--- src/positioner_mode_pkg.sv ---
// constants, register map and types for the positioner operating-mode sequencer
// assumes a single 20 MHz clock domain and an APB master on the same clock

package positioner_mode_pkg;

  // ----------------------------------------------------------------
  // register offsets (byte addresses)
  // ----------------------------------------------------------------
  localparam logic [7:0] CTRL_OFFSET = 8'h00;
  localparam logic [7:0] STATUS_OFFSET = 8'h04;
  localparam logic [7:0] TIMEOUT_OFFSET = 8'h08;
  localparam logic [7:0] SETPOINT_OFFSET = 8'h0C;

  // ----------------------------------------------------------------
  // control fields (write-one pulses in bits 0..2, levels above)
  // ----------------------------------------------------------------
  localparam int CTRL_CAL_START_BIT = 0;
  localparam int CTRL_RESTORE_BIT = 1;
  localparam int CTRL_FAULT_ACK_BIT = 2;
  localparam int CTRL_SEL_ANALOG_BIT = 4;
  localparam int CTRL_FALLBACK_LSB = 8;

  // ----------------------------------------------------------------
  // reset values and sizes
  // ----------------------------------------------------------------
  localparam logic [31:0] TIMEOUT_RESET = 32'h0000_4E20;
  localparam logic [1:0] FALLBACK_RESET = 2'h0;
  localparam logic [3:0] TEST_STEPS = 4'h8;
  localparam logic [3:0] TEST_NONE = 4'h0;
  localparam logic [1:0] KEYS_ALL = 2'h3;
  localparam int SETPOINT_WIDTH = 16;

  // ----------------------------------------------------------------
  // timing: one self-test step lasts 1 ms
  // ----------------------------------------------------------------
  localparam int CLK_HZ = 20_000_000;
  localparam int STEP_US = 1000;
  localparam int STEP_CYCLES = (CLK_HZ / 1_000_000) * STEP_US;

  // ----------------------------------------------------------------
  // types
  // ----------------------------------------------------------------
  typedef enum logic [5:0] {
    MODE_INIT = 6'b00_0001,
    MODE_OUT_OF_SERVICE = 6'b00_0010,
    MODE_CALIBRATE = 6'b00_0100,
    MODE_OPERATE = 6'b00_1000,
    MODE_SETPOINT_LOSS = 6'b01_0000,
    MODE_FAULT = 6'b10_0000
  } mode_type;

  typedef enum logic [1:0] {
    FALLBACK_HOLD = 2'h0,
    FALLBACK_VENT = 2'h1,
    FALLBACK_PRESET = 2'h2
  } fallback_type;

  typedef struct packed {
    logic red;
    logic [3:0] green;
  } lamps_type;

  typedef struct packed {
    logic valid;
    logic [SETPOINT_WIDTH-1:0] value;
  } setpoint_type;

endpackage

--- src/positioner_mode_sequencer.sv ---
// operating-mode sequencer of the positioner with its APB register file
// assumes keys, test results and link/analog samples are synchronous except the key pins
`timescale 1ns/1ps

module positioner_mode_sequencer #(
  parameter int STEP_COUNT = positioner_mode_pkg::STEP_CYCLES
) (
  // clock and reset
  input wire logic sys_clk,
  input wire logic nrst,
  input wire logic clkEn,
  // apb slave
  input wire logic psel,
  input wire logic penable,
  input wire logic pwrite,
  input wire logic [7:0] paddr,
  input wire logic [31:0] pwdata,
  input wire logic [3:0] pstrb,
  output logic [31:0] prdata,
  output logic pready,
  output logic pslverr,
  // local keys (pins, asynchronous)
  input wire logic keyUp,
  input wire logic keyDown,
  input wire logic keyMenu,
  // self-test and calibration engines
  input wire logic testFail,
  input wire logic cyclicFault,
  input wire logic calDone,
  input wire logic calNvIn,
  input wire logic calNvInValid,
  // setpoint sources
  input wire positioner_mode_pkg::setpoint_type linkSetpoint,
  input wire positioner_mode_pkg::setpoint_type adcSetpoint,
  // outputs
  output positioner_mode_pkg::mode_type mode,
  output positioner_mode_pkg::lamps_type lamps,
  output logic [3:0] testCode,
  output logic menuEnable,
  output logic calStroke,
  output logic calNvOut,
  output logic diagRun,
  output positioner_mode_pkg::setpoint_type ctrlSetpoint,
  output logic [1:0] fallbackAct
);
  import positioner_mode_pkg::*;

  if (STEP_COUNT < 1) begin : g_step_check
    $error("STEP_COUNT must be at least one");
  end

  // ----------------------------------------------------------------
  // key synchronisers
  // ----------------------------------------------------------------
  logic [2:0] keyMeta_ff;
  logic [2:0] keySync_ff;
  logic keyResetSeen_ff;
  logic keyResetPulse;

  always_ff @(posedge sys_clk or negedge nrst) begin
    if (!nrst) begin
      keyMeta_ff <= 3'h0;
      keySync_ff <= 3'h0;
    end else if (clkEn) begin
      keyMeta_ff <= {keyMenu, keyDown, keyUp};
      keySync_ff <= keyMeta_ff;
    end
  end

  // three keys pressed together give one reset pulse per press
  always_ff @(posedge sys_clk or negedge nrst) begin
    if (!nrst) begin
      keyResetSeen_ff <= 1'b0;
    end else if (clkEn) begin
      keyResetSeen_ff <= &keySync_ff;
    end
  end
  assign keyResetPulse = (&keySync_ff) && !keyResetSeen_ff;

  // ----------------------------------------------------------------
  // registers
  // ----------------------------------------------------------------
  logic [31:0] timeoutLimit_ff;
  logic [1:0] fallbackSel_ff;
  logic selAnalog_ff;
  logic calFlag_ff;
  logic calStartReq_ff;
  logic restoreReq_ff;
  logic faultAckReq_ff;
  logic wrAccess;
  logic rdAccess;
  logic addrOk;

  assign wrAccess = psel && penable && pwrite && pready;
  assign rdAccess = psel && !penable && !pwrite;
  assign addrOk = (paddr == CTRL_OFFSET) || (paddr == STATUS_OFFSET) ||
                  (paddr == TIMEOUT_OFFSET) || (paddr == SETPOINT_OFFSET);

  always_ff @(posedge sys_clk or negedge nrst) begin
    if (!nrst) begin
      timeoutLimit_ff <= TIMEOUT_RESET;
      fallbackSel_ff <= FALLBACK_RESET;
      selAnalog_ff <= 1'b0;
    end else if (clkEn && wrAccess) begin
      if (paddr == TIMEOUT_OFFSET) begin
        for (int b = 0; b < 4; b++) begin
          if (pstrb[b]) begin
            timeoutLimit_ff[b*8 +: 8] <= pwdata[b*8 +: 8];
          end
        end
      end else if (paddr == CTRL_OFFSET) begin
        if (pstrb[0]) begin
          selAnalog_ff <= pwdata[CTRL_SEL_ANALOG_BIT];
        end
        if (pstrb[1]) begin
          fallbackSel_ff <= pwdata[CTRL_FALLBACK_LSB +: 2];
        end
      end
    end
  end

  // command pulses; calibration start and restore are consumed by the sequencer next cycle, fault acknowledge is unused
  always_ff @(posedge sys_clk or negedge nrst) begin
    if (!nrst) begin
      calStartReq_ff <= 1'b0;
      restoreReq_ff <= 1'b0;
      faultAckReq_ff <= 1'b0;
    end else if (clkEn) begin
      calStartReq_ff <= wrAccess && (paddr == CTRL_OFFSET) && pstrb[0] &&
                        pwdata[CTRL_CAL_START_BIT];
      restoreReq_ff <= wrAccess && (paddr == CTRL_OFFSET) && pstrb[0] &&
                       pwdata[CTRL_RESTORE_BIT];
      faultAckReq_ff <= wrAccess && (paddr == CTRL_OFFSET) && pstrb[0] &&
                        pwdata[CTRL_FAULT_ACK_BIT];
    end
  end

  // ----------------------------------------------------------------
  // setpoint selector and loss timer
  // ----------------------------------------------------------------
  setpoint_type selSetpoint;
  logic [31:0] silence_ff;
  logic lossTimeout;

  assign selSetpoint = selAnalog_ff ? adcSetpoint : linkSetpoint;

  always_ff @(posedge sys_clk or negedge nrst) begin
    if (!nrst) begin
      silence_ff <= 32'h0000_0000;
    end else if (clkEn) begin
      if (selSetpoint.valid || (mode != MODE_OPERATE)) begin
        silence_ff <= 32'h0000_0000;
      end else if (!lossTimeout) begin
        silence_ff <= silence_ff + 32'h0000_0001;
      end
    end
  end
  assign lossTimeout = (silence_ff >= timeoutLimit_ff);

  // ----------------------------------------------------------------
  // self-test stepping
  // ----------------------------------------------------------------
  logic [31:0] stepTimer_ff;
  logic [3:0] step_ff;
  logic testsDone;
  logic stepTick;

  assign stepTick = (stepTimer_ff == 32'(STEP_COUNT - 1));
  assign testsDone = (step_ff == TEST_STEPS);

  always_ff @(posedge sys_clk or negedge nrst) begin
    if (!nrst) begin
      stepTimer_ff <= 32'h0000_0000;
      step_ff <= TEST_NONE;
    end else if (clkEn) begin
      if (keyResetPulse) begin
        stepTimer_ff <= 32'h0000_0000;
        step_ff <= TEST_NONE;
      end else if (mode == MODE_INIT && !testsDone && !testFail) begin
        stepTimer_ff <= stepTick ? 32'h0000_0000 : stepTimer_ff + 32'h0000_0001;
        if (stepTick) begin
          step_ff <= step_ff + 4'h1;
        end
      end
    end
  end

  // ----------------------------------------------------------------
  // kept calibration flag
  // ----------------------------------------------------------------
  logic calLoaded_ff;

  always_ff @(posedge sys_clk or negedge nrst) begin
    if (!nrst) begin
      calFlag_ff <= 1'b0;
      calLoaded_ff <= 1'b0;
    end else if (clkEn) begin
      if (!calLoaded_ff && calNvInValid) begin
        calFlag_ff <= calNvIn;
        calLoaded_ff <= 1'b1;
      end else if (mode == MODE_CALIBRATE && calDone) begin
        calFlag_ff <= 1'b1;
      end else if (restoreReq_ff && mode != MODE_FAULT && mode != MODE_CALIBRATE) begin
        calFlag_ff <= 1'b0;
      end
    end
  end

  // ----------------------------------------------------------------
  // mode sequencer
  // ----------------------------------------------------------------
  mode_type mode_ff;
  mode_type nxt_mode;
  logic [3:0] failCode_ff;

  always_comb begin
    nxt_mode = mode_ff;
    unique case (mode_ff)
      MODE_INIT: begin
        if (testFail) begin
          nxt_mode = MODE_INIT;
        end else if (testsDone && calLoaded_ff) begin
          nxt_mode = calFlag_ff ? MODE_OPERATE : MODE_OUT_OF_SERVICE;
        end
      end
      MODE_OUT_OF_SERVICE: begin
        if (cyclicFault) begin
          nxt_mode = MODE_FAULT;
        end else if (calStartReq_ff) begin
          nxt_mode = MODE_CALIBRATE;
        end
      end
      MODE_CALIBRATE: begin
        if (cyclicFault) begin
          nxt_mode = MODE_FAULT;
        end else if (calDone) begin
          nxt_mode = MODE_OPERATE;
        end
      end
      MODE_OPERATE: begin
        if (cyclicFault) begin
          nxt_mode = MODE_FAULT;
        end else if (restoreReq_ff) begin
          nxt_mode = MODE_OUT_OF_SERVICE;
        end else if (calStartReq_ff) begin
          nxt_mode = MODE_CALIBRATE;
        end else if (!selSetpoint.valid && lossTimeout) begin
          nxt_mode = MODE_SETPOINT_LOSS;
        end
      end
      MODE_SETPOINT_LOSS: begin
        if (cyclicFault) begin
          nxt_mode = MODE_FAULT;
        end else if (selSetpoint.valid) begin
          nxt_mode = MODE_OPERATE;
        end
      end
      MODE_FAULT: begin
        nxt_mode = MODE_FAULT;
      end
      default: begin
        nxt_mode = MODE_FAULT;
      end
    endcase
    if (keyResetPulse) begin
      nxt_mode = MODE_INIT;
    end
  end

  always_ff @(posedge sys_clk or negedge nrst) begin
    if (!nrst) begin
      mode_ff <= MODE_INIT;
    end else if (clkEn) begin
      mode_ff <= nxt_mode;
    end
  end

  // failing step code is frozen while initialization halts
  always_ff @(posedge sys_clk or negedge nrst) begin
    if (!nrst) begin
      failCode_ff <= TEST_NONE;
    end else if (clkEn) begin
      if (keyResetPulse) begin
        failCode_ff <= TEST_NONE;
      end else if (mode_ff == MODE_INIT && testFail && failCode_ff == TEST_NONE) begin
        failCode_ff <= step_ff + 4'h1;
      end
    end
  end

  // ----------------------------------------------------------------
  // registered outputs
  // ----------------------------------------------------------------
  always_ff @(posedge sys_clk or negedge nrst) begin
    if (!nrst) begin
      testCode <= TEST_NONE;
      menuEnable <= 1'b0;
      calStroke <= 1'b0;
      calNvOut <= 1'b0;
      diagRun <= 1'b0;
      fallbackAct <= FALLBACK_HOLD;
    end else if (clkEn) begin
      calNvOut <= calFlag_ff;
      calStroke <= (nxt_mode == MODE_CALIBRATE);
      menuEnable <= (nxt_mode != MODE_FAULT);
      diagRun <= (nxt_mode != MODE_INIT) && (nxt_mode != MODE_FAULT);
      testCode <= (failCode_ff != TEST_NONE) ? failCode_ff : step_ff;
      fallbackAct <= (nxt_mode == MODE_SETPOINT_LOSS) ? fallbackSel_ff : FALLBACK_HOLD;
    end
  end

  // controller setpoint: value holds, valid pulses once per accepted sample
  always_ff @(posedge sys_clk or negedge nrst) begin
    if (!nrst) begin
      ctrlSetpoint <= '0;
    end else if (clkEn) begin
      if (nxt_mode == MODE_OPERATE && selSetpoint.valid) begin
        ctrlSetpoint <= selSetpoint;
      end else begin
        ctrlSetpoint.valid <= 1'b0;
      end
    end
  end

  // status lamps follow the mode being entered
  always_ff @(posedge sys_clk or negedge nrst) begin
    if (!nrst) begin
      lamps <= '0;
    end else if (clkEn) begin
      if (nxt_mode == MODE_FAULT) begin
        lamps <= '{red: 1'b1, green: 4'h0};
      end else if (nxt_mode == MODE_INIT) begin
        lamps <= '{red: 1'b0, green: step_ff};
      end else begin
        lamps <= '{red: 1'b0, green: {2'h0, nxt_mode == MODE_OPERATE,
                                     nxt_mode == MODE_SETPOINT_LOSS}};
      end
    end
  end
  assign mode = mode_ff;

  // ----------------------------------------------------------------
  // apb read path: one-cycle answer, unmapped address errors
  // ----------------------------------------------------------------
  logic [31:0] ctrlWord;
  logic [31:0] statusWord;
  logic [31:0] setpointWord;

  assign ctrlWord = {22'h00_0000, fallbackSel_ff, 3'h0, selAnalog_ff, 4'h0};
  assign statusWord = {20'h0_0000, failCode_ff, 1'b0, calFlag_ff, mode_ff};
  assign setpointWord = {15'h0000, ctrlSetpoint.valid, ctrlSetpoint.value};

  always_ff @(posedge sys_clk or negedge nrst) begin
    if (!nrst) begin
      prdata <= 32'h0000_0000;
      pready <= 1'b0;
      pslverr <= 1'b0;
    end else if (clkEn) begin
      pready <= psel && !penable;
      pslverr <= psel && !penable && !addrOk;
      if (rdAccess) begin
        unique case (paddr)
          CTRL_OFFSET: prdata <= ctrlWord;
          STATUS_OFFSET: prdata <= statusWord;
          TIMEOUT_OFFSET: prdata <= timeoutLimit_ff;
          SETPOINT_OFFSET: prdata <= setpointWord;
          default: prdata <= 32'h0000_0000;
        endcase
      end
    end
  end

endmodule // positioner_mode_sequencer

--- config.mk ---
export PLATFORM = sky130hd
export DESIGN_NAME = positioner_mode_sequencer
export DESIGN_NICKNAME = d
export VERILOG_FILES = /design/src/positioner_mode_pkg.sv /design/src/positioner_mode_sequencer.sv
export SDC_FILE = /design/constraint.sdc
export NUM_CORES = 1
export LEC_CHECK = 0
export ABC_AREA = 1
export BUFFER_PORTS_ARGS = -buffer_cell sky130_fd_sc_hd__buf_4
export CAP_MARGIN = 20
export CELL_PAD_IN_SITES_DETAIL_PLACEMENT = 0
export CELL_PAD_IN_SITES_GLOBAL_PLACEMENT = 1
export CORE_UTILIZATION = 25
export DETAILED_ROUTE_END_ITERATION = 12
export PLACE_DENSITY_LB_ADDON = 0.1
export RECOVER_POWER = 100
export SLEW_MARGIN = 10
export SYNTH_ARGS = -nofsm -noshare
export SYNTH_HDL_FRONTEND = slang
export SYNTH_SLANG_ARGS = --single-unit
--- constraint.sdc ---
create_clock -name sys_clk -period 3.3 [get_ports sys_clk]
set_clock_uncertainty 0.2 [all_clocks]
set_input_delay 0.165 -clock sys_clk [delete_from_list [all_inputs] [get_ports sys_clk]]
set_output_delay 0.165 -clock sys_clk [all_outputs]
set_load 0.01 [all_outputs]
Word-level counts from Yosys, hierarchy flattened:

Cells that the tools add are included.

* memories: 0
* latch bits: 0
* bits of input ports: 92
* ROM bits: 0
* output and inout port bits: 72
* logic and storage cells: 150
* bits in registers: 190
* memory bits (writable): 0

* order comparisons: 1
* shift operators: 0
* add/subtract/negate cells: 3
* eq/ne operators: 21
* bitwise logic cells: 1
* mux-type cells: 35
* reductions and logical operators: 58
* div/mod/pow operators: 0
* $mul: 0

Operator list (count)
* $mux W32: 5
* $pmux W32 S4: 1
* $mux W6: 13
* $add A32 B1 Y32 const B: 2
* $eq A32 B15 Y1 const B: 1
* $ge A32 B32 Y1: 1
* $mux W4: 8
* $pmux W6 S5: 1
* $logic_and A1 B1 Y1: 24
* $reduce_and A3 Y1: 6
* $mux W17: 1
* $eq A8 B4 Y1 const B: 2
* $reduce_and A2 Y1: 7
* $eq A6 B1 Y1 const B: 2
* $eq A6 B3 Y1 const B: 2
* $eq A6 B4 Y1 const B: 2
* $eq A6 B5 Y1 const B: 2
* $ne A6 B6 Y1 const B: 2
* $eq A8 B3 Y1 const B: 1
* $logic_not A1 Y1: 8
* $logic_not A8 Y1: 1
* $reduce_and A4 Y1: 2
* $eq A6 B2 Y1 const B: 1
* $eq A6 B6 Y1 const B: 1
* 15 further kinds: 23

Depth between registers and ports, before layout:

Gate-level depths: netlist of run 1.

* depth after elaboration: 12
* mapped depth: 21

Worst setup path after synthesis of run 1:

No wires, ideal clock.

* path kind: register to register
* start: register timeoutLimit_ff[5]
* end: register ctrlSetpoint[13] (netlist name)
* arrival time: 1.971 ns
* period minus slack after synthesis: 2.298 ns
* buffers on the path: 1
* path slack: 1.002 ns
* cell stages (with the launch flop): 20
* library setup time: 0.127 ns
* path through: dfstp_2 -> inv_1 -> ha_1 -> nand2_1 -> nand2_1 -> nand2_1 -> nand2_1 -> nor2_1 -> nand2_1 -> nand2_1 -> nand2_1 -> nand2_1 -> nand2_1 -> nand2_1 -> nand2_1 -> nand2_2 -> nand4_4 -> buf_2 -> nand2_1 -> o21ai_0

* word-level cells in the longest chain between the ends: 11

Ends and longest elaborated chain
* start: declaration: RTL line positioner_mode_sequencer.sv:83 `logic [31:0] timeoutLimit_ff;`
* start signal: indexed assignment: RTL line positioner_mode_sequencer.sv:108 `timeoutLimit_ff[b*8 +: 8] <= pwdata[b*8 +: 8];`
* $ge A32 B32 Y1: RTL line positioner_mode_sequencer.sv:158 `assign lossTimeout = (silence_ff >= timeoutLimit_ff);`
* $logic_and A1 B1 Y1: RTL line positioner_mode_sequencer.sv:247 `end else if (!selSetpoint.valid && lossTimeout) begin`
* $mux W6: RTL line positioner_mode_sequencer.sv:247
* $mux W6: RTL line positioner_mode_sequencer.sv:245 `end else if (calStartReq_ff) begin`
* $mux W6: RTL line positioner_mode_sequencer.sv:243 `end else if (restoreReq_ff) begin`
* $mux W6: RTL line positioner_mode_sequencer.sv:241 `if (cyclicFault) begin`
* $pmux W6 S5: RTL line positioner_mode_sequencer.sv:218 `unique case (mode_ff)`
* $mux W6: RTL line positioner_mode_sequencer.sv:265 `if (keyResetPulse) begin`
* $eq A6 B4 Y1: RTL line positioner_mode_sequencer.sv:317 `if (nxt_mode == MODE_OPERATE && selSetpoint.valid) begin`
* $logic_and A1 B1 Y1: RTL line positioner_mode_sequencer.sv:317
* $reduce_and A2 Y1 (no line)
* end signal: assignment: RTL line positioner_mode_sequencer.sv:318 `ctrlSetpoint <= selSetpoint;`
* end: declaration: RTL line positioner_mode_sequencer.sv:43 `output positioner_mode_pkg::setpoint_type ctrlSetpoint,`

No other way between the ends.
A chain may end at the register's enable or synchronous reset.

Final worst setup path of run 1:

* start: register mode_ff[0] (netlist: mode[0])
* end: register silence_ff[24]

* word-level cells in the longest chain between the ends: 4
* elaborated cells between the ends (all ways): 5

Ends and longest elaborated chain
* start: declaration: RTL line positioner_mode_sequencer.sv:212 `mode_type mode_ff;`
* start signal: assignment: RTL line positioner_mode_sequencer.sv:274 `mode_ff <= nxt_mode;`
* $ne A6 B4 Y1 *: RTL line positioner_mode_sequencer.sv:151 `if (selSetpoint.valid || (mode != MODE_OPERATE)) begin`
* $logic_or A1 B1 Y1 *: RTL line positioner_mode_sequencer.sv:151
* $ne A2 B1 Y1 (no line)
* $reduce_and A2 Y1 (no line)
* end signal: assignment: RTL line positioner_mode_sequencer.sv:154 `silence_ff <= silence_ff + 32'h0000_0001;`
* end: declaration: RTL line positioner_mode_sequencer.sv:142 `logic [31:0] silence_ff;`

Every way passes the cells marked *; elsewhere a longest branch is shown, timed or not.

==> key figures, run 1 <==
STA
  • Worst Max-Slew Pin Slew: 2.18 ns
  • Fmax: 320 MHz
  • Final Worst Setup Slack: 0.180 ns
  • Setup TNS: 0 ns
  • Setup violators final: 0
  • Minimum clock period: 3.12 ns
  • Final period util: 0.946
  • Slew margin rel.: -0.451
  • RSZ-0062 raised after global routing: false
  • Final-report max-slew violation count: 77
  • Count of final hold-check violations: 0

Global routing
  • Total track usage: 0.178
  • First-pass GRT wire length: 56.3 mm
  • Via count of the first global-routing pass: 9314
  • Total congestion overflow: 0
  • Initial antenna violation count: 1
  • Largest net degree at the start of global routing: 79

Worst setup path
  • Endpoint class of the critical path: flop
  • CP Cell Sequence: inv_1 > nand2_1 > inv_1 > nand4_4 > nor2_1 > nor2_1 > inv_1 > nand2_4 > inv_2 > o31ai_1
  • Crit path max fanout: 31
  • Arr. time, crit path: 3.27 ns
  • R2r setup slk: 0.18 ns
  • Worst reg-to-reg path cell count: 10
  • R2r startpoint: mode[0]
  • Startpoint Class: flop
  • Crit path kind: reg2reg
  • Cell repeated most along the worst path: inv_1
  • CP required: 3.45 ns
  • Reg-to-Reg End: silence_ff[24]
  • Crit path buf inv count: 4
  • CP max-delay cell: dfstp_1
  • Crit path largest cell delay: 0.72 ns
  • CP delay by family, top: simple AND/OR/NAND/NOR gates

Clock tree
  • Total CTS buffers: 17
  • Max clock buf depth: 2
  • Worst skew pair latency: 0.46 ns
  • Clk sinks: 190
  • Root Driver: clkbuf_16
  • # H-tree levels: 4
  • CTS tree: done
  • Clock-pin slew on the worst setup and hold paths: 0.07 ns

Worst hold path
  • Hold Path Depth: 8
  • Hold crit path type: in2reg
  • Worst hold endpoint: mode[1]
  • Min-delay src: testFail

Floorplan
  • Die Ht: 205 µm
  • Row count: 74
  • Total die area: 42200 µm²
  • Starting Density: 0.253
  • Core ar.: 40800 µm²
  • I/O pins: 164
  • Die X: 205 µm

Status
  • Failing checks: capacitance limit, slew limit
  • Outcome: finished, violations left

Pwr
  • PD cells: 381 nW/µm²
  • Leak Pwr: 6.10 nW
  • Max IR drop VDD: 0.373 mV

Synth
  • Most common cell in the synthesized netlist: nand2_1
  • Gate Count Post-Synth: 1268
  • Async set-reset flop share out of synthesis: 1.00
  • Syn_nets: 1396
  • Mapped cell area: 10300 µm²
  • Synth Warn #: 0
  • Synth area leader: dfrtp_1
  • Post-synth cell types: 55
  • Yosys reg bits: 190
  • Average cell area after synthesis: 8.16 µm²
  • Dominant synthesized flop cell: dfrtp_1
  • Commonest cells post-synth: 313 x nand2_1, 184 x dfrtp_1, 143 x inv_1
  • Synth top area share: 0.445
  • Post-synthesis sequential area ratio: 0.460
  • EDFF count, synth: 0
  • Synth area leaders: dfrtp_1 44%, nand2_1 11%, inv_1 5.2%, o21ai_0 4.7%, ha_1 4.4%

Detailed routing
  • 1st-iter DRT viols: 486
  • Final WL: 36.2 mm
  • Post-DRT Antenna Nets: 0
  • Vias: 9346
  • Wire per inst: 17.4 µm
  • Drc violations: 0
  • First-pass iteration count of the detailed router: 5
  • Vias/cell: 4.50

Cells and area
  • Nets: 1659
  • Final Cell Area: 13500 µm²
  • Filler instances: 4408
  • Synthesis-to-finish area growth: 30.1%
  • Share of cells above drive strength 1: 0.119

Placement
  • Final HPWL DP: 27.5 mm
  • Port bufs: 163
  • DP Worst Slack: 0.470 ns
  • GPL Wtd Cong: 0.788
  • Placed inst area: 12300 µm²

Job
  • Max-Cap Viols: 1
==> timing repair <==
action | in CTS | in global routing
buffers inserted | 0 | 0
hold buffers | 95 | 2
setup endpoints to repair | 0 | 5
hold endpoints to repair | 141 | 8
resized for setup | 0 | 2
==> power by group <==
group	leakage, nW	total [mW]	internal [mW]	switching (mW)
Clock	0.271	2.07	1.11	0.965
Combinational	3.42	0.544	0.239	0.304
Sequential	2.41	2.51	2.42	0.0948
Total	6.10	5.13	3.76	1.36
==> logic make-up after synthesis <==
logic type               after synthesis  share of synthesized area
AO/OA/AOI/OAI                        228                      0.125
XOR/XNOR                              25                     0.0212
adder cells (fa/ha/maj)               36                     0.0435
buffers and inverters                187                     0.0715
flip-flops                           190                      0.460
multiplexers                          27                     0.0274
AND/OR/NAND/NOR                      575                      0.251
==> layer usage <==
metal  GRT usage  wire length, µm  vias to the layer above
met3      0.0260             1300                       22
li1            -                -                     4723
met1       0.253            18100                     4437
met4      0.0505              516                        0
met2       0.278            16300                      164
met5           0                0                        -
==> layout make-up <==
type	count	area [µm²]	area share
sequential	190	4760	0.354
tap	532	666	0.0495
multi-input combinational	891	4830	0.359
inverter	152	571	0.0424
timing repair buffer	279	2070	0.154
clock buffer	24	482	0.0358
antenna	1	2.50	0.000186
clock inverter	8	81.3	0.00604
==> worst max path at each step <==
stage | startpoint | endpoint | slack (ns) | cells past startpoint
final | mode[0] | silence_ff[24] | 0.18 | 10
after floorplan | timeoutLimit_ff[5] | ctrlSetpoint[13] | 1.00 | 19
after detailed placement | timeoutLimit_ff[5] | ctrlSetpoint[11] | 0.47 | 17
after global placement | silence_ff[27] | ctrlSetpoint[14] | 0.50 | 12
after CTS | paddr[4] | timeoutLimit_ff[19] | 0.18 | 13
after global routing | mode[0] | silence_ff[24] | 0.009 | 10
==> registers in the layout, summed over array words and instances, names as in the netlist, 2 cells and up <==
register and cells:
fallbackSel_ff 2, lamps 5, testCode 4, failCode_ff 4, silence_ff 32, mode 6, prdata 32, timeoutLimit_ff 32
stepTimer_ff 32, keyMeta_ff 3, step_ff 4, fallbackAct 2, ctrlSetpoint 17, keySync_ff 3
==> cells in the final DEF, fill, tap and decap left out, types with 4 or more instances in the layout <==
cell type,count
a221oi_1,10
o22ai_1,4
nor4_1,14
xnor2_1,8
a21oi_1,63
o31ai_1,17
nor3_2,6
xor2_1,17
inv_1,146
inv_2,5
nor2_1,107
buf_4,100
nand3_1,40
clkbuf_16,17
clkbuf_1,79
dfstp_2,5
o21ai_0,113
dlygate4sd3_1,97
mux2i_1,16
nor3_1,45
nand2_1,314
ha_1,36
mux2_2,11
dfrtp_1,184
nand4_1,25
o21a_1,6
==> through the flow <==
step | power (mW) | util | std cells | hold slack (ns)
finish | 5.13 | 0.330 | 2077 | 0.0503
global route | 5.38 | 0.330 | 2076 | 0.102
CTS | 5.25 | 0.337 | 2074 | 0.000551
detailed placement | 3.06 | 0.300 | 1947 | 0.0880
global placement | 3.07 | 0.300 | 1947 | 0.0937
floorplan | 2.76 | - | 1268 | -0.331
==> tightest hold or removal path, stage by stage <==
cell,delay (ns)
buf_4,0.11
nor2_4,0.05
o211ai_1,0.08
nand2_1,0.06
inv_1,0.04
nand2_1,0.04
nand3_1,0.06
nand2_1,0.05
Note: power is estimated with default switching activity, not from simulation.
==> run 2: changes to the inputs <==
- REMOVE_ABC_BUFFERS: unset -> 1
==> run 2 against run 1 <==
- the run still ends with capacitance limit, slew limit left
- clock power increased by 9%
- maximum frequency increased by 2.0%
- sequential cell count unchanged
- power increased by 3.3%
- die area unchanged
- sequential power about the same
- via count decreased by 0.39%
- utilization about the same
- cell count decreased by 0.24%
- non-clock buffer count decreased by 5
- design area about the same
- register-to-register slack improved by 0.20 ns
==> key figures, run 2 (same netlist as run 1, synthesis figures left out) <==
Clock tree
  • Max clock buf depth: 2
  • Clk sinks: 190
  • Total CTS buffers: 17
  • # H-tree levels: 4
  • Worst skew pair latency: 0.46 ns
  • Clock-pin slew on the worst setup and hold paths: 0.07 ns
  • Root Driver: clkbuf_16
  • CTS tree: done

Floorplan
  • Core ar.: 40800 µm²
  • I/O pins: 164
  • Die X: 205 µm
  • Total die area: 42200 µm²
  • Die Ht: 205 µm
  • Row count: 74
  • Starting Density: 0.253

Detailed routing
  • Drc violations: 0
  • Final WL: 34.6 mm
  • Vias: 9310
  • Post-DRT Antenna Nets: 0
  • 1st-iter DRT viols: 384
  • Vias/cell: 4.49
  • First-pass iteration count of the detailed router: 5
  • Wire per inst: 16.7 µm

Worst setup path
  • Crit path kind: in2reg
  • CP required: 3.43 ns
  • Crit path max fanout: 38
  • Startpoint Class: input pin
  • Endpoint class of the critical path: flop
  • Arr. time, crit path: 3.19 ns
  • Worst reg-to-reg path cell count: 13

STA
  • Slew margin rel.: -0.424
  • Final-report max-slew violation count: 75
  • Setup TNS: 0 ns
  • Final period util: 0.927
  • Minimum clock period: 3.06 ns
  • Setup violators final: 0
  • Fmax: 327 MHz
  • Count of final hold-check violations: 0
  • RSZ-0062 raised after global routing: false
  • Worst Max-Slew Pin Slew: 2.14 ns

Pwr
  • Comb power frac: 0.102
  • Clock Power Share: 0.424
  • Psw: 1.43 mW
  • Max IR drop VDD: 0.373 mV
  • Sw Share: 0.270
  • Sequential share of power: 0.473
  • PD cells: 394 nW/µm²
  • Power Internal: 3.87 mW
  • Leak Pwr: 6.11 nW

Cells and area
  • Most frequent cells in the layout: 313 x nand2_1, 184 x dfrtp_1, 145 x inv_1, 113 x o21ai_0, 104 x nor2_1
  • Nets: 1655
  • Antenna Cells: 0
  • Final core utilization: 0.330
  • Most common cell after layout, fill and taps aside: nand2_1
  • Share of cells above drive strength 1: 0.124
  • Synthesis-to-finish area growth: 30.1%

Global routing
  • Initial antenna violation count: 0
  • First-pass GRT wire length: 54.3 mm
  • Total congestion overflow: 0
  • Via count of the first global-routing pass: 9399
  • Largest net degree at the start of global routing: 76
  • Total track usage: 0.170

Job
  • Max-Cap Viols: 1

Status
  • Outcome: finished, violations left
  • Failing checks: capacitance limit, slew limit

Placement
  • Port bufs: 163
  • GPL Wtd Cong: 0.795
  • Final HPWL DP: 26.1 mm

Worst hold path
  • Hold crit path type: in2reg
  • Hold Path Depth: 8
==> run 2: power by group through the flow <==
stage | Sequential (mW) | Combinational (mW) | Clock [mW]
detailed placement | 2.55 | 0.505 | 0
finish | 2.51 | 0.542 | 2.25
global route | 2.52 | 0.614 | 2.41
floorplan | 2.54 | 0.213 | 0
CTS | 2.51 | 0.583 | 2.32
global placement | 2.56 | 0.506 | 0
==> run 2: metal layers <==
| metal | vias to the layer above | routed length [µm] | GRT usage |
|---|---|---|---|
| li1 | 4725 | - | - |
| met1 | 4373 | 17600 | 0.243 |
| met2 | 183 | 15100 | 0.263 |
| met3 | 29 | 1450 | 0.0258 |
| met4 | 0 | 482 | 0.0503 |
| met5 | - | 0 | 0 |
==> run 2: final timing paths <==
path / end / startpoint / slack (ns)
max in group asynchronous: timeoutLimit_ff[27] / nrst / 0.58
worst min register to register: keyMeta_ff[1] / keyMeta_ff[1] / 0.27
worst max-delay path: prdata[18] / clkEn / 0.24
worst min-delay path: mode[1] / testFail / 0.04
min in group asynchronous: calNvOut / nrst / 0.66
worst max register to register: ctrlSetpoint[10] / timeoutLimit_ff[11] / 0.38
==> run 2: timing repair <==
item	in CTS	in global routing
buffers inserted	0	0
resized for setup	0	1
endpoints found under the hold margin	139	0
hold buffers	91	0
endpoints found under the setup margin	0	8
==> run 2: final cells by class <==
class | instances | area (µm²)
Clock buffer | 18 | 429
Sequential cell | 190 | 4760
Clock inverter | 14 | 184
Fill cell | 4353 | 27400
Tap cell | 532 | 666
Inverter | 152 | 571
Multi-Input combinational cell | 892 | 4840
Timing Repair Buffer | 274 | 2010
==> run 2: worst max-delay path: stages <==
cell and delay (ns):
dlygate4sd3_1 0.52, buf_4 0.17, inv_1 0.22, nor3_1 0.19, dlygate4sd3_1 0.59, inv_1 0.06, nor2_2 0.46, inv_1 0.25
buf_4 0.32, nand2_1 0.11, o21ai_0 0.08
==> run 2: stage by stage <==
step                hold WS (ns)  cell area (µm²)  total power [mW]  std cells  worst slack [ns]
floorplan                 -0.331            10200              2.75       1233             0.880
global placement          0.0651            12200              3.06       1948             0.309
detailed placement        0.0677            12200              3.06       1948             0.221
CTS                     0.000927            13800              5.42       2071             0.199
global route              0.0899            13500              5.55       2072            0.0286
finish                    0.0431            13500              5.30       2072             0.240
==> run 3: changes to the inputs <==
- MAX_ROUTING_LAYER: unset -> met4
- SLEW_MARGIN: 10 -> 15
==> run 3 against run 2 <==
- the flow still finishes with violations (capacitance limit, slew limit)
- non-clock buffer count unchanged
- combinational power about the same
- sequential share of layout area unchanged
- via count decreased by 0.12%
- critical path depth unchanged
- cell count unchanged
- hold slack got worse by 0.0021 ns
- routed wire length decreased by 0.11%
- critical path type unchanged
- largest power group unchanged
==> key figures, run 3 (same netlist as run 1, synthesis figures left out) <==
Global routing
  • Met1 global-route usage: 0.243
  • First-pass GRT wire length: 54.3 mm
  • Initial antenna violation count: 0
  • Total track usage: 0.175
  • Global Route met3 Usage: 0.0253
  • Largest net degree at the start of global routing: 76
  • GR peak layer: met2
  • Total congestion overflow: 0
  • Via count of the first global-routing pass: 9376
  • M2 GR Usage: 0.263

Worst setup path
  • Endpoint class of the critical path: flop
  • Crit path kind: in2reg
  • CP delay by family, top: buffers and inverters
  • CP max-delay cell: dlygate4sd3_1
  • Cell repeated most along the worst path: inv_1
  • Arr. time, crit path: 3.21 ns
  • Crit path max fanout: 38
  • Crit path largest cell delay: 0.59 ns
  • Crit path buf inv count: 7
  • CP required: 3.43 ns
  • CP Cell Sequence: dlygate4sd3_1 > buf_4 > inv_1 > nor3_1 > dlygate4sd3_1 > inv_1 > nor2_2 > inv_1 > buf_4 > nand2_1 > o21ai_0
  • Startpoint Class: input pin

Status
  • Outcome: finished, violations left
  • Failing checks: capacitance limit, slew limit

Cells and area
  • Final Cell Area: 13500 µm²
  • Synthesis-to-finish area growth: 30.1%
  • Filler instances: 4353
  • Nets: 1655
  • Multi-input logic area: 4840 µm²
  • Final core utilization: 0.330
  • Antenna Cells: 0
  • Share of cells above drive strength 1: 0.124
  • Register area: 4760 µm²
  • Most common cell after layout, fill and taps aside: nand2_1
  • Most frequent cells in the layout: 313 x nand2_1, 184 x dfrtp_1, 145 x inv_1, 113 x o21ai_0, 104 x nor2_1

Clock tree
  • Max clock buf depth: 2
  • Clk sinks: 190
  • Root Driver: clkbuf_16
  • CTS tree: done
  • # H-tree levels: 4
  • Setup Fix Bufs, Post-CTS: 0
  • Clock-pin slew on the worst setup and hold paths: 0.07 ns
  • Total CTS buffers: 17
  • Worst skew pair latency: 0.46 ns

STA
  • Slew margin rel.: -0.426
  • RSZ-0062 raised after global routing: false
  • Fmax: 325 MHz
  • Final Worst Setup Slack: 0.219 ns
  • Worst Max-Slew Pin Slew: 2.14 ns
  • Count of final hold-check violations: 0
  • Setup violators final: 0
  • Final-report max-slew violation count: 75
  • Minimum clock period: 3.08 ns
  • Setup TNS: 0 ns
  • Final period util: 0.934

Floorplan
  • Starting Density: 0.253
  • Total die area: 42200 µm²
  • I/O pins: 164
  • Core ar.: 40800 µm²
  • Die X: 205 µm
  • Row count: 74
  • Die Ht: 205 µm

Pwr
  • Leak Pwr: 6.11 nW
  • Max IR drop VDD: 0.375 mV
  • PD cells: 394 nW/µm²

Worst hold path
  • Hold crit path type: in2reg

Placement
  • DP Worst Slack: 0.221 ns
  • GPL Wtd Cong: 0.807
  • Final HPWL DP: 26.1 mm
  • Placed inst area: 12200 µm²
  • Port bufs: 163

Detailed routing
  • Post-DRT Antenna Nets: 0
  • Drc violations: 0
  • Vias/cell: 4.49
  • Wire per inst: 16.7 µm
  • First-pass iteration count of the detailed router: 4
  • 1st-iter DRT viols: 432
  • Vias: 9299
  • Final WL: 34.6 mm

Job
  • Max-Cap Viols: 1
## run 3: cell counts in the layout (fill, tap and decap cells not counted)
No cell type changed its count.
## run 3: stage by stage
stage                     hold WS, ns  power [mW]  cells
after floorplan                -0.331        2.75   1233
after global placement         0.0651        3.06   1948
after detailed placement       0.0677        3.06   1948
after CTS                    0.000927        5.42   2071
after global routing           0.0899        5.55   2072
final                          0.0409        5.30   2072
## run 3: what timing repair did
action                                 4_1_cts  5_1_grt
hold buffers                                91        0
endpoints found under the hold margin      139        0
setup endpoints to repair                    0        8
resized for setup                            0        1
## run 3: area by class of cell
class	count	area share
well taps	532	0.0495
clock inverters	14	0.0137
repair buffers	274	0.149
flip-flops and latches	190	0.354
inverters	152	0.0424
multi-input cells	892	0.359
clock buffers	18	0.0319
## run 3: worst min-delay path: stages
cell      delay, ns
buf_4          0.11
nor2_4         0.05
o211ai_1       0.08
nand2_1        0.06
inv_1          0.05
nand2_1        0.04
nand3_1        0.06
nand2_1        0.05
## run 3: metal layers
layer	vias to the layer above	routed length, µm
li1	4725	-
met1	4380	17800
met3	28	1200
met5	-	0
met4	0	489
met2	166	15100
## run 3: power breakdown
group	leakage, nW	internal, mW	switching (mW)
combinational	3.40	0.238	0.304
sequential	2.41	2.42	0.0899
clock	0.296	1.21	1.04
## run 3: worst paths after layout
check | startpoint | end | slack (ns) | depth (start not counted)
worst min-delay path | testFail | mode[1] | 0.04 | 8
worst min register to register | keyMeta_ff[1] | keyMeta_ff[1] | 0.27 | 2
worst max-delay path | clkEn | prdata[18] | 0.22 | 11
min in group asynchronous | nrst | calNvOut | 0.65 | 2
max in group asynchronous | nrst | timeoutLimit_ff[27] | 0.57 | 3
worst max register to register | timeoutLimit_ff[11] | ctrlSetpoint[5] | 0.37 | 13
